File: src/rtl/mcmsl_pkg.sv
// Package of constants for the motor mode and speed limit block
package mcmsl_pkg;
    localparam logic [7:0] ADDR_MODE      = 8'h00;
    localparam logic [7:0] ADDR_MAXSPD0   = 8'h01;
    localparam logic [7:0] ADDR_MAXSPD1   = 8'h02;
    localparam logic [7:0] ADDR_MAXSPD2   = 8'h03;
    localparam logic [7:0] ADDR_POLES     = 8'h04;
    localparam logic [7:0] ADDR_ENC_PPR   = 8'h05;
    localparam logic [7:0] ADDR_TRQ_GAIN  = 8'h06;
    localparam logic [7:0] ADDR_OPTBITS   = 8'h07;
    localparam logic [7:0] ADDR_STATUS    = 8'h08;
    localparam logic [7:0] ADDR_IRQ_STAT  = 8'h09;
    localparam logic [7:0] ADDR_IRQ_MASK  = 8'h0a;
    localparam logic [7:0] ADDR_EFF_SPD   = 8'h0b;
    localparam logic [7:0] ADDR_FAULT     = 8'h0c;

    localparam logic [1:0] MODE_SPEED_EXPRESS = 2'h0;
    localparam logic [1:0] MODE_SPEED         = 2'h1;
    localparam logic [1:0] MODE_TORQUE        = 2'h2;

    localparam logic [7:0]  FAULT_CODE_CFG = 8'h31;
    localparam int          ELEC_FREQ_HZ   = 300;
    localparam int          ENC_FREQ_HZ    = 10000;
    localparam logic [19:0] POLE_RPM_NUM   = 20'h08ca0;
    localparam logic [19:0] ENC_RPM_NUM    = 20'h927c0;
    localparam logic [15:0] FW_MAX_RPM     = 16'h1f40;
    localparam logic [15:0] RST_MAXSPD     = 16'h0bb8;
    localparam logic [7:0]  RST_POLES      = 8'h04;
    localparam logic [15:0] RST_ENC_PPR    = 16'h0080;

    localparam int OPT_PUMP_BIT     = 0;
    localparam int OPT_METRIC_BIT   = 5;
    localparam int ST_FAULT_BIT     = 0;
    localparam int ST_TORQUE_BIT    = 1;
    localparam int ST_DRIVE_BIT     = 2;
    localparam int ST_BUSY_BIT      = 3;
    localparam int IRQ_FAULT_BIT    = 0;
    localparam int IRQ_LIMIT_BIT    = 1;
    localparam int IRQ_WIDTH        = 2;
endpackage

File: src/rtl/mcmsl_div.sv
// Sequential unsigned divider for speed limit calculation
`timescale 1ns/1ps
module mcmsl_div #(
    parameter int NW = 20,
    parameter int DW = 16
) (
    input  wire logic          mclk,
    input  wire logic          rst,
    input  wire logic          start,
    input  wire logic [NW-1:0] num,
    input  wire logic [DW-1:0] den,
    output logic      [NW-1:0] quo,
    output logic               done
);
    if (NW < DW || NW > 31) begin : g_bad_width
        $error("mcmsl_div width unsupported");
    end
    localparam int CW = $clog2(NW + 1);
    logic [NW-1:0] q_reg;
    logic [NW:0]   r_reg;
    logic [DW-1:0] d_reg;
    logic [CW-1:0] cnt_reg;
    logic          busy_reg;
    wire  [NW:0]   shifted = {r_reg[NW-1:0], q_reg[NW-1]};
    wire  [NW:0]   dext    = {{(NW-DW+1){1'b0}}, d_reg};
    wire           ge      = shifted >= dext;
    wire  [NW:0]   sub     = shifted - dext;
    always_ff @(posedge mclk) begin
        if (rst) begin
            q_reg <= '0;
            r_reg <= '0;
            d_reg <= '0;
            cnt_reg <= '0;
            busy_reg <= 1'b0;
            done <= 1'b0;
            quo <= '0;
        end else begin
            done <= 1'b0;
            if (start && !busy_reg) begin
                q_reg <= num;
                r_reg <= '0;
                d_reg <= (den == '0) ? {{(DW-1){1'b0}}, 1'b1} : den;
                cnt_reg <= CW'(NW);
                busy_reg <= 1'b1;
            end else if (busy_reg) begin
                r_reg <= ge ? sub : shifted;
                q_reg <= {q_reg[NW-2:0], ge};
                cnt_reg <= cnt_reg - 1'b1;
                if (cnt_reg == CW'(1)) begin
                    busy_reg <= 1'b0;
                    done <= 1'b1;
                    quo <= {q_reg[NW-2:0], ge};
                end
            end
        end
    end
endmodule

File: src/rtl/mcmsl_limit.sv
// Minimum of the three speed limits and the per-mode maximum
`timescale 1ns/1ps
module mcmsl_limit (
    input  wire logic [19:0] pole_lim,
    input  wire logic [19:0] enc_lim,
    input  wire logic [15:0] mode_max,
    output logic      [15:0] eff_max
);
    function automatic logic [19:0] min20(input logic [19:0] a,
                                          input logic [19:0] b);
        min20 = (a < b) ? a : b;
    endfunction
    wire [19:0] fw20  = {4'h0, mcmsl_pkg::FW_MAX_RPM};
    wire [19:0] m20   = {4'h0, mode_max};
    wire [19:0] hw    = min20(min20(pole_lim, enc_lim), fw20);
    wire [19:0] all20 = min20(hw, m20);
    assign eff_max = all20[15:0];
endmodule

File: src/rtl/mcmsl_top.sv
// Drive mode selection, configuration fault and speed limiting
`timescale 1ns/1ps
module mcmsl_top (
    input  wire logic        mclk,
    input  wire logic        rst,
    input  wire logic        pwr_on_rst,
    input  wire logic [7:0]  addr,
    input  wire logic [15:0] wdata,
    input  wire logic        wr,
    input  wire logic        rd,
    output logic      [15:0] rdata,
    input  wire logic [15:0] throttle,
    input  wire logic        drive_req,
    output logic      [15:0] speed_cmd,
    output logic      [15:0] torque_cmd,
    output logic      [15:0] speed_limit,
    output logic             drive_en,
    output logic             irq
);
    typedef enum logic [1:0] {ST_IDLE, ST_POLE, ST_ENC} mcmsl_calc_t;
    mcmsl_calc_t calc_reg;
    localparam int IRQW = mcmsl_pkg::IRQ_WIDTH;

    logic [1:0]  mode_reg;
    logic [15:0] maxspd_reg [3];
    logic [7:0]  poles_reg;
    logic [15:0] enc_reg;
    logic [15:0] trq_gain_reg;
    logic [7:0]  opt_reg;
    logic        fault_reg;
    logic [IRQW-1:0] irq_stat_reg;
    logic [IRQW-1:0] irq_mask_reg;
    logic [19:0] pole_lim_reg;
    logic [19:0] enc_lim_reg;
    logic        recalc_reg;
    logic [15:0] limit_prev_reg;

    wire wr_mode  = wr && addr == mcmsl_pkg::ADDR_MODE;
    wire wr_poles = wr && addr == mcmsl_pkg::ADDR_POLES;
    wire wr_enc   = wr && addr == mcmsl_pkg::ADDR_ENC_PPR;
    wire [1:0] wmode = wdata[1:0];
    wire mode_ok  = wmode <= mcmsl_pkg::MODE_TORQUE && wdata[15:2] == '0;
    wire mode_chg = wr_mode && mode_ok && wmode != mode_reg;
    wire is_torque = mode_reg == mcmsl_pkg::MODE_TORQUE;
    wire busy = calc_reg != ST_IDLE;

    logic        div_start;
    logic [19:0] div_num;
    logic [15:0] div_den;
    logic [19:0] div_quo;
    logic        div_done;
    logic [15:0] eff_max;

    assign div_start = (calc_reg == ST_IDLE && recalc_reg) ||
                       (calc_reg == ST_POLE && div_done);
    assign div_num = (calc_reg == ST_IDLE) ? mcmsl_pkg::POLE_RPM_NUM
                                           : mcmsl_pkg::ENC_RPM_NUM;
    assign div_den = (calc_reg == ST_IDLE) ? {8'h00, poles_reg} : enc_reg;

    mcmsl_div #(.NW(20), .DW(16)) u_div (
        .mclk  (mclk),
        .rst   (rst),
        .start (div_start),
        .num   (div_num),
        .den   (div_den),
        .quo   (div_quo),
        .done  (div_done)
    );

    mcmsl_limit u_lim (
        .pole_lim (pole_lim_reg),
        .enc_lim  (enc_lim_reg),
        .mode_max (maxspd_reg[mode_reg]),
        .eff_max  (eff_max)
    );

    wire [31:0] req_prod = throttle * speed_limit;
    wire [15:0] spd_next = is_torque ? 16'h0000 : req_prod[31:16];
    wire [15:0] trq_next = is_torque ? throttle : 16'h0000;
    wire drive_next = drive_req && !fault_reg;
    wire [IRQW-1:0] ev;
    assign ev[mcmsl_pkg::IRQ_FAULT_BIT] = mode_chg && !fault_reg;
    assign ev[mcmsl_pkg::IRQ_LIMIT_BIT] = speed_limit != limit_prev_reg;
    wire rd_irq = rd && addr == mcmsl_pkg::ADDR_IRQ_STAT;

    logic [15:0] status_w;
    always_comb begin
        status_w = '0;
        status_w[mcmsl_pkg::ST_FAULT_BIT]  = fault_reg;
        status_w[mcmsl_pkg::ST_TORQUE_BIT] = is_torque;
        status_w[mcmsl_pkg::ST_DRIVE_BIT]  = drive_en;
        status_w[mcmsl_pkg::ST_BUSY_BIT]   = busy;
    end

    logic [15:0] rd_mux;
    always_comb begin
        case (addr)
            mcmsl_pkg::ADDR_MODE:     rd_mux = {14'h0000, mode_reg};
            mcmsl_pkg::ADDR_MAXSPD0:  rd_mux = maxspd_reg[0];
            mcmsl_pkg::ADDR_MAXSPD1:  rd_mux = maxspd_reg[1];
            mcmsl_pkg::ADDR_MAXSPD2:  rd_mux = maxspd_reg[2];
            mcmsl_pkg::ADDR_POLES:    rd_mux = {8'h00, poles_reg};
            mcmsl_pkg::ADDR_ENC_PPR:  rd_mux = enc_reg;
            mcmsl_pkg::ADDR_TRQ_GAIN: rd_mux = trq_gain_reg;
            mcmsl_pkg::ADDR_OPTBITS:  rd_mux = {8'h00, opt_reg};
            mcmsl_pkg::ADDR_STATUS:   rd_mux = status_w;
            mcmsl_pkg::ADDR_IRQ_STAT: rd_mux = {14'h0000, irq_stat_reg};
            mcmsl_pkg::ADDR_IRQ_MASK: rd_mux = {14'h0000, irq_mask_reg};
            mcmsl_pkg::ADDR_EFF_SPD:  rd_mux = speed_limit;
            mcmsl_pkg::ADDR_FAULT:    rd_mux = fault_reg ?
                {8'h00, mcmsl_pkg::FAULT_CODE_CFG} : 16'h0000;
            default:                  rd_mux = 16'h0000;
        endcase
    end

    // Power-on latch: only the power-on reset clears it
    always_ff @(posedge mclk) begin
        if (pwr_on_rst) begin
            fault_reg <= 1'b0;
        end else if (mode_chg) begin
            fault_reg <= 1'b1;
        end
    end

    always_ff @(posedge mclk) begin
        if (rst) begin
            mode_reg <= mcmsl_pkg::MODE_SPEED_EXPRESS;
            poles_reg <= mcmsl_pkg::RST_POLES;
            enc_reg <= mcmsl_pkg::RST_ENC_PPR;
            trq_gain_reg <= '0;
            opt_reg <= '0;
            irq_mask_reg <= '0;
        end else if (wr) begin
            if (wr_mode && mode_ok) mode_reg <= wmode;
            if (wr_poles) poles_reg <= wdata[7:0];
            if (wr_enc) enc_reg <= wdata;
            if (addr == mcmsl_pkg::ADDR_TRQ_GAIN) trq_gain_reg <= wdata;
            if (addr == mcmsl_pkg::ADDR_OPTBITS) opt_reg <= wdata[7:0];
            if (addr == mcmsl_pkg::ADDR_IRQ_MASK) irq_mask_reg <= wdata[IRQW-1:0];
        end
    end

    genvar gi;
    generate
        for (gi = 0; gi < 3; gi++) begin : g_max
            always_ff @(posedge mclk) begin
                if (rst) begin
                    maxspd_reg[gi] <= mcmsl_pkg::RST_MAXSPD;
                end else if (wr && addr == mcmsl_pkg::ADDR_MAXSPD0 + 8'(gi)) begin
                    maxspd_reg[gi] <= wdata;
                end
            end
        end
    endgenerate

    always_ff @(posedge mclk) begin
        if (rst) begin
            calc_reg <= ST_IDLE;
            recalc_reg <= 1'b1;
            pole_lim_reg <= '0;
            enc_lim_reg <= '0;
        end else begin
            if (wr_poles || wr_enc) recalc_reg <= 1'b1;
            else if (calc_reg == ST_IDLE) recalc_reg <= 1'b0;
            case (calc_reg)
                ST_IDLE: if (recalc_reg) calc_reg <= ST_POLE;
                ST_POLE: if (div_done) begin
                    pole_lim_reg <= div_quo;
                    calc_reg <= ST_ENC;
                end
                ST_ENC: if (div_done) begin
                    enc_lim_reg <= div_quo;
                    calc_reg <= ST_IDLE;
                end
                default: calc_reg <= ST_IDLE;
            endcase
        end
    end

    always_ff @(posedge mclk) begin
        if (rst) begin
            irq_stat_reg <= '0;
            limit_prev_reg <= '0;
            irq <= 1'b0;
        end else begin
            limit_prev_reg <= speed_limit;
            irq_stat_reg <= (rd_irq ? '0 : irq_stat_reg) | ev;
            irq <= |(((rd_irq ? '0 : irq_stat_reg) | ev) & irq_mask_reg);
        end
    end

    always_ff @(posedge mclk) begin
        if (rst) begin
            rdata <= '0;
            speed_cmd <= '0;
            torque_cmd <= '0;
            speed_limit <= '0;
            drive_en <= 1'b0;
        end else begin
            rdata <= rd ? rd_mux : 16'h0000;
            speed_limit <= busy ? 16'h0000 : eff_max;
            speed_cmd <= drive_next ? spd_next : 16'h0000;
            torque_cmd <= drive_next ? trq_next : 16'h0000;
            drive_en <= drive_next;
        end
    end

    a_fault_sticky: assert property (@(posedge mclk) disable iff (pwr_on_rst)
        fault_reg |=> fault_reg) else $error("fault cleared");
    a_fault_set: assert property (@(posedge mclk) disable iff (pwr_on_rst)
        mode_chg |=> fault_reg) else $error("fault not set");
    a_drive_inhibit: assert property (@(posedge mclk) disable iff (rst)
        fault_reg |=> !drive_en) else $error("drive while fault");
    a_ceiling: assert property (@(posedge mclk) disable iff (rst)
        speed_limit <= mcmsl_pkg::FW_MAX_RPM) else $error("over ceiling");
    a_pole_cap: assert property (@(posedge mclk) disable iff (rst)
        {4'h0, speed_limit} <= pole_lim_reg) else $error("over pole");
    a_enc_cap: assert property (@(posedge mclk) disable iff (rst)
        {4'h0, speed_limit} <= enc_lim_reg) else $error("over enc");
    a_torque_spd: assert property (@(posedge mclk) disable iff (rst)
        is_torque && !fault_reg ##1 is_torque |-> speed_cmd == 16'h0000)
        else $error("speed in torque");
    a_speed_trq: assert property (@(posedge mclk) disable iff (rst)
        !is_torque ##1 !is_torque |-> torque_cmd == 16'h0000)
        else $error("torque in speed");
    a_mode_legal: assert property (@(posedge mclk) disable iff (rst)
        mode_reg <= mcmsl_pkg::MODE_TORQUE) else $error("bad mode");
endmodule

File: config.mk
export PLATFORM = sky130hd
export DESIGN_NAME = mcmsl_top
export DESIGN_NICKNAME = d
export VERILOG_FILES = /design/src/rtl/mcmsl_pkg.sv /design/src/rtl/mcmsl_div.sv /design/src/rtl/mcmsl_limit.sv /design/src/rtl/mcmsl_top.sv
export SDC_FILE = /design/constraint.sdc
export NUM_CORES = 1
export LEC_CHECK = 0
export ABC_AREA = 1
export BUFFER_PORTS_ARGS = -buffer_cell sky130_fd_sc_hd__buf_2
export CORE_MARGIN = 3
export CORE_UTILIZATION = 40
export CTS_CLUSTER_DIAMETER = 60
export CTS_CLUSTER_SIZE = 10
export DETAILED_ROUTE_END_ITERATION = 12
export HOLD_SLACK_MARGIN = 0.1
export PLACE_DENSITY = 0.63
export SYNTH_ARGS = -nofsm -noshare
export SYNTH_HDL_FRONTEND = slang
export SYNTH_SLANG_ARGS = --single-unit
File: constraint.sdc
create_clock -name mclk -period 10.9 [get_ports mclk]
set_input_delay 1.09 -clock mclk [delete_from_list [all_inputs] [get_ports mclk]]
set_output_delay 1.09 -clock mclk [all_outputs]
set_load 0.01 [all_outputs]
* Word level (Yosys, flattened, before mapping)
Memories as Yosys holds them, arrays and structs flattened. A register that Yosys moved wholly into a read port is not among the register bits.
Cells that the tools add are included.
** Word-level totals
- Logic and storage cells :: 148
- Memory bits (writable) :: 48
- Memories :: 1
- Register bits after elaboration :: 263
- Output and inout bits :: 66
** Cells by class
- Mux-type cells :: 38
- Reduce and logical (&&, ||, !) cells :: 43
- Order comparisons :: 5
- Bitwise operators :: 10
- Equal/unequal tests :: 21
- Add/sub/neg operators :: 2
- Multipliers :: 1
** Memories
- maxspd_reg :: words 3, bits a word 16, rd ports 4, clocked after memory_dff 1, write ports 3, line mcmsl_top.sv:25 : logic [15:0] maxspd_reg [3];
** Operators by type and width (count)
- 16-bit case mux with 13 select lines :: 1
- 20-bit two-way mux :: 6
- 16-bit two-way mux :: 6
- 8-bit by 4-bit equality test with 1-bit output (second input constant) :: 5
- 8-bit by 3-bit equality test with 1-bit output (second input constant) :: 4
- 16-bit by 16-bit multiplier with 32-bit output :: 1
- 21-bit by 16-bit greater-or-equal comparator with 1-bit output :: 1
- 20-bit by 13-bit less-than comparator with 1-bit output (second input constant) :: 1
- 20-bit by 16-bit less-than comparator with 1-bit output :: 1
- 20-bit less-than comparator :: 1
- 20-bit by 16-bit subtractor with 20-bit output :: 1
- 8-bit by 2-bit equality test with 1-bit output (second input constant) :: 2
- 16-bit zero test :: 1
- 16-bit != test :: 1
- 2-bit AND reduction :: 8
- 1-bit logical AND :: 15
- 1-bit two-way mux :: 15
- 14-bit zero test :: 1
- 2-bit two-way mux :: 6
- 5-bit two-way mux :: 2
- 2-bit OR reduction :: 5
- 3-bit OR reduction :: 3
- 8-bit by 1-bit equality test with 1-bit output (second input constant) :: 1
- 8-bit zero test :: 1
- 19 further kinds :: 31

* Depth between registers and ports, before layout
- Word-level depth :: 8
- Mapped depth :: 30

* Hierarchy
From an unflattened synthesis, not the netlist that was laid out.
** Unflattened totals
- Cells, all modules :: 3419
- Area total of the unflattened synthesis :: 24583.6 um^2
** Modules (own cells, without submodules)
- mcmsl_top :: times used 1, sequential area each 5084.9 um^2, area an instance 18255.0 um^2, cells each 2410
- mcmsl_div :: times used 1, sequential area each 1661.6 um^2, area an instance 4787.1 um^2, cells each 743
- mcmsl_limit :: times used 1, sequential area each 0.0 um^2, area an instance 1541.5 um^2, cells each 266

* Least setup slack after synthesis
OpenSTA, ideal clock, no wires.
- Kind :: input-to-reg
- Start point :: input port throttle[10]
- End point :: register speed_cmd[14]
- Buffers on the path :: 2
- Slack :: 4356 ps
- Setup time :: 114 ps
- Data arrival time :: 6430 ps
- Stages :: 26
- Path through :: clkbuf_1 -> clkbuf_1 -> nand2_1 -> fa_1 -> fa_1 -> fa_1 -> fa_1 -> inv_1 -> fa_1 -> inv_1 -> fa_1 -> inv_1 -> ha_1 -> nand2_1 -> nor2_1 -> a211oi_1 -> o21ai_0 -> a21oi_1 -> inv_1 -> nand2_1 -> nand2_1 -> nand2_1 -> o211ai_1 -> a31oi_1 -> xor2_1 -> nor2_1
** Between the ends
- Cells in the longest elaborated chain, start to end :: 1
** Ends and longest elaborated chain
- start: declaration :: line mcmsl_top.sv:12 : input wire logic [15:0] throttle,
- 16-bit by 16-bit multiplier with 32-bit output :: line mcmsl_top.sv:77 : wire [31:0] req_prod = throttle * speed_limit;
- end signal: assignment :: line mcmsl_top.sv:202 : speed_cmd <= drive_next ? spd_next : 16'h0000;
- end: declaration :: line mcmsl_top.sv:14 : output logic [15:0] speed_cmd,
Every way passes these cells.
A chain may end at the register's enable or synchronous reset.

* Worst setup path in the final report
- Start point :: register speed_limit[8]
- End point :: register speed_cmd[14]
** Between the ends
- Cells in the longest elaborated chain, start to end :: 1
** Ends and longest elaborated chain
- start: declaration :: line mcmsl_top.sv:16 : output logic [15:0] speed_limit,
- start signal: assignment :: line mcmsl_top.sv:201 : speed_limit <= busy ? 16'h0000 : eff_max;
- 16-bit by 16-bit multiplier with 32-bit output :: line mcmsl_top.sv:77
Every way passes these cells.

==> results.md <==
Run status:
- The run finished with clean final reports.

Synth:
- The share of synthesized area occupied by flip-flops and latches is 30.0%.
- The synthesized-area fraction occupied by and/or/nand/nor cells is 16.7%.
- In this run the cell area of the synthesized design comes to 22,500 µm².
- The count of flip-flops with a built-in enable after synthesis is 48.
- After synthesis, the share of flip-flops with an asynchronous set or reset is 0%.
- The unique cell type count in the Yosys netlist is 55.
- The cell with the most instances after synthesis is sky130_fd_sc_hd__inv_1.
- The cell type with the highest aggregate area in the netlist is sky130_fd_sc_hd__dfxtp_1.
- The fraction of the mapped netlist area in compound gates is 13.7%.
- The synthesized design contains 313 register bits.
- The Yosys step of the flow raised 0 warnings.
- The commonest cells after synthesis are 589 x sky130_fd_sc_hd__inv_1, 584 x sky130_fd_sc_hd__nand2_1, 265 x sky130_fd_sc_hd__dfxtp_1.
- The average size of a mapped cell is 7.75 µm².
- After Yosys synthesis, full adders, half adders and majority gates account for 25.8% of the synthesized area.
- Summing the areas of all xor and xnor instances in the mapped netlist gives 1.44% of the synthesized area.
- The fraction of synthesized cell area taken by the top area cell type is 23.6%.
- After synthesis, the largest family of logic cells by area is adder cells.
- The portion of synthesized area spent on multiplexers is 0.0445%.
- Ranked by total cell area, the synthesized netlist is headed by sky130_fd_sc_hd__dfxtp_1 24%, sky130_fd_sc_hd__fa_1 17%, sky130_fd_sc_hd__inv_1 9.8%.
- The primary flip-flop cell chosen by synthesis mapping is sky130_fd_sc_hd__dfxtp_1.
- The gate count of the mapped netlist is 2,902.

Clock tree:
- The count of hold buffers inserted by post-cts repair is 0.
- TritonCTS built the clock tree.
- The clock latency of the later-clocked register in the worst-skew pair is 0.58 ns.
- The post-cts sizing count is 0.
- The clock tree synthesis step divided the H-tree into 2 levels.
- Clock-pin slew was measured on the worst setup and hold paths at 0.05 ns.
- The clock sink total is 313.
- In this run the clock root is driven by a sky130_fd_sc_hd__clkbuf_16.
- The clock passes through at most 3 buffers.
- The number of setup buffers added after CTS is 0.
- The number of buffers added by the clock tree synthesis step is 41.

Layout:
- The final net count is 3,327.
- The count of non-filler cells in the finished layout is 3,703.
- The post-synthesis to final-layout area growth is 10.5%.
- Cells with a size suffix above 1 make up 7.21% of the layout.
- The number of antenna diodes in the final layout is 0.
- The flip-flop count of the largest register, all copies and words added is 48.

Die:
- Measured along the y axis, the die boundary spans 243 µm.
- The row count is 86.
- Measured along the x axis, the die boundary spans 243 µm.
- The starting density of the core is 40.7%.
- The die covers 59,100 µm².
- 112 I/O pins were placed.
- The core region is 55,300 µm².

Hold path:
- The worst hold path class is flip-flop to flip-flop.

Drt:
- In this run the remaining antenna-violating nets after routing total 0.
- The number of remaining DRC errors is 0.
- The total wire length is 61,400 µm.
- In the routed layout, each cell is associated on average with a via count of 5.05.
- For this block, the via count after detailed routing is 18,716.
- The number of DRC markers in iteration 0 is 1,596.
- The average routed wire per standard cell is 16.6 µm.
- The number of iterations in the first detailed-routing pass is 8.

Job:
- The max-capacitance violation count is 0.

Critical path:
- The largest stage delay on the critical path is 1.04 ns.
- The worst flop-to-flop path endpoint is speed_cmd[14]$_SDFF_PP0_.
- The type of origin of the critical path is a flip-flop.
- The total buffers and inverters traversed by the critical path is 6.
- In this run the worst path has a maximum fanout of 19.
- Tracing the worst setup path back leads to its startpoint at speed_limit[8]$_SDFF_PP0_.
- The slowest stage of the critical path is the sky130_fd_sc_hd__dfxtp_1 cell.
- STA puts the critical path data required time at 11.36 ns.
- In this run the worst setup path terminates at speed_cmd[14]$_SDFF_PP0_.
- By startpoint and endpoint, the worst setup path is classified as flip-flop to flip-flop.
- The number of cells traversed by the worst register-to-register path is 26.
- The setup slack of the worst register-to-register path is 4.61 ns.
- The data arrival time of the critical path is 6.75 ns.
- The worst setup path is captured at a flip-flop.
- The worst flop-to-flop path startpoint is speed_limit[8]$_SDFF_PP0_.
- The cell family contributing the most delay on the critical path is adder cells.
- Counting buffers and inverters, the worst setup path is 26 cells deep.

STA:
- The setup total negative slack is 0 ns.
- The worst relative slew slack is 26.7%.
- Timing would allow up to 159 MHz.
- The minimum period implied by the final worst setup slack is 6.29 ns.
- For the final database, setup skew stands at 0.0160 ns.
- The final max-slew violation count is 0.
- The portion of the clock cycle consumed by the worst path in the final layout is 57.7%.
- The transition time at the pin with the least slew margin is 1.10 ns.
- The total count of hold-check failures in the final report was 0.
- The final worst-path setup slack is 4.61 ns.
- The tightest hold path in the finished design has a slack of 0.458 ns.
- The final setup violation count is 0.
- Setup repair after global routing left no endpoint under its margin.

Placement:
- At the placement stage, the worst setup path has a slack of 4.13 ns.
- The detailed placement HPWL is 44,900 µm.
- During placement, the flow inserted port buffers numbering 111.
- The number of instances in the placed design is 3,639.
- The weighted congestion at the end of routability-driven global placement is 0.927.

Power:
- After layout, the design draws a total of 4010 µW.
- IR analysis of the VDD net gives a maximum drop of 184 µV.
- The leakage power total is 0.0120 µW.
- The power per cell area is 161 nW/µm².

Global route:
- The number of antenna violations at the first check in global routing is 0.
- The maximum number of pins on one net before global-route repair is 69.
- Global routing finished with a remaining overflow of 0.
- The via count of the first global-routing pass is 18,476.
- The wire length of the first global-routing pass is 99,500 µm.
- Global routing used 20.9% of the available tracks.
## cell families after synthesis
family,after synthesis
AOI/OAI and AO/OA,555
xor gates and xnor gates,37
adders and majority gates,347
buffers and inverters,734
DFF,313
muxes,1
other,1
and+or+nand+nor,914
## power by group
part / internal [µW] / switching [µW] / leakage [µW]
clock network: 764 / 533 / 0.000614
logic: 525 / 878 / 0.00880
registers: 1240 / 66.8 / 0.00261
total: 2530 / 1480 / 0.0120
## worst register-to-register path, stage by stage, from the launching register on
cell and delay [ns]:
sky130_fd_sc_hd__dfxtp_1 1.04, sky130_fd_sc_hd__nand2_1 0.20, sky130_fd_sc_hd__fa_1 0.55, sky130_fd_sc_hd__inv_1 0.05, sky130_fd_sc_hd__fa_1 0.50, sky130_fd_sc_hd__inv_1 0.06
sky130_fd_sc_hd__fa_1 0.53, sky130_fd_sc_hd__inv_1 0.05, sky130_fd_sc_hd__fa_1 0.45, sky130_fd_sc_hd__fa_1 0.49, sky130_fd_sc_hd__inv_1 0.05, sky130_fd_sc_hd__fa_1 0.47
sky130_fd_sc_hd__inv_1 0.04, sky130_fd_sc_hd__ha_1 0.31, sky130_fd_sc_hd__nand2_1 0.09, sky130_fd_sc_hd__nor2_1 0.04, sky130_fd_sc_hd__a211oi_1 0.22, sky130_fd_sc_hd__o21ai_0 0.12
sky130_fd_sc_hd__a21oi_1 0.13, sky130_fd_sc_hd__inv_1 0.09, sky130_fd_sc_hd__nand2_1 0.06, sky130_fd_sc_hd__nand2_1 0.07, sky130_fd_sc_hd__nand2_1 0.07, sky130_fd_sc_hd__o211ai_1 0.11
sky130_fd_sc_hd__a31oi_1 0.18, sky130_fd_sc_hd__xor2_1 0.17, sky130_fd_sc_hd__nor2_1 0.05
## stage by stage
| stage | cell area (µm²) | util, % |
|---|---|---|
| 5_1_grt | 24800 | 44.9 |
| 6_report | 24800 | 44.9 |
| 3_5_place_dp | 23600 | 42.6 |
| 3_3_place_gp | 23600 | 42.6 |
| 2_1_floorplan | 22500 | - |
| 4_1_cts | 24800 | 44.9 |
## final cells by class
class	count	area [µm²]
clock inverter	11	170
tap	748	936
fill	5624	30500
sequential	313	6750
inverter	594	2230
clock buffer	53	1100
timing repair buffer	127	676
multi-input combinational	1857	13000
## layer usage
layer / wire, µm / GRT usage (%) / vias up / share of wire (%)
li1: - / - / 9179 / -
met1: 27300 / 28.2 / 8823 / 44
met2: 28000 / 34.4 / 605 / 46
met3: 4100 / 3.18 / 109 / 6.7
met4: 1960 / 6.84 / 0 / 3.2
met5: 0 / 0 / - / 0
## worst min path at each step
stage / start / endpoint / slack (ns) / cells after the start
2_1_floorplan: opt_reg[7]$_SDFFE_PP0P_ / opt_reg[7]$_SDFFE_PP0P_ / 0.42 / 2
3_3_place_gp: opt_reg[7]$_SDFFE_PP0P_ / opt_reg[7]$_SDFFE_PP0P_ / 0.44 / 2
3_5_place_dp: opt_reg[7]$_SDFFE_PP0P_ / opt_reg[7]$_SDFFE_PP0P_ / 0.45 / 2
4_1_cts: opt_reg[7]$_SDFFE_PP0P_ / opt_reg[7]$_SDFFE_PP0P_ / 0.46 / 2
5_1_grt: trq_gain_reg[10]$_SDFFE_PP0P_ / trq_gain_reg[10]$_SDFFE_PP0P_ / 0.47 / 2
6_report: enc_lim_reg[0]$_SDFFE_PP0P_ / enc_lim_reg[0]$_SDFFE_PP0P_ / 0.46 / 2
## cell usage in the layout, fill, tap and decap left out, types with 5 or more instances in the layout
| cell type | n |
|---|---|
| sky130_fd_sc_hd__inv_1 | 588 |
| sky130_fd_sc_hd__nand2_1 | 584 |
| sky130_fd_sc_hd__dfxtp_1 | 265 |
| sky130_fd_sc_hd__a21oi_1 | 243 |
| sky130_fd_sc_hd__fa_1 | 194 |
| sky130_fd_sc_hd__o21ai_0 | 189 |
| sky130_fd_sc_hd__nor2_1 | 178 |
| sky130_fd_sc_hd__ha_1 | 153 |
| sky130_fd_sc_hd__buf_2 | 111 |
| sky130_fd_sc_hd__nand3_1 | 76 |
| sky130_fd_sc_hd__edfxtp_1 | 48 |
| sky130_fd_sc_hd__clkbuf_16 | 42 |
| sky130_fd_sc_hd__xnor2_1 | 25 |
| sky130_fd_sc_hd__nand4_1 | 24 |
| sky130_fd_sc_hd__o22ai_1 | 21 |
| sky130_fd_sc_hd__nor3_1 | 19 |
| sky130_fd_sc_hd__a221oi_1 | 18 |
| sky130_fd_sc_hd__a31oi_1 | 16 |
| sky130_fd_sc_hd__buf_4 | 16 |
| sky130_fd_sc_hd__a211oi_1 | 15 |
| sky130_fd_sc_hd__xor2_1 | 12 |
| sky130_fd_sc_hd__clkbuf_1 | 10 |
| sky130_fd_sc_hd__or2_2 | 9 |
| sky130_fd_sc_hd__nand2_2 | 8 |
| sky130_fd_sc_hd__o211ai_1 | 8 |
| sky130_fd_sc_hd__nor4_1 | 6 |
| sky130_fd_sc_hd__o21a_1 | 6 |
| sky130_fd_sc_hd__o221ai_1 | 5 |
Power figures use the tool's default switching activity.
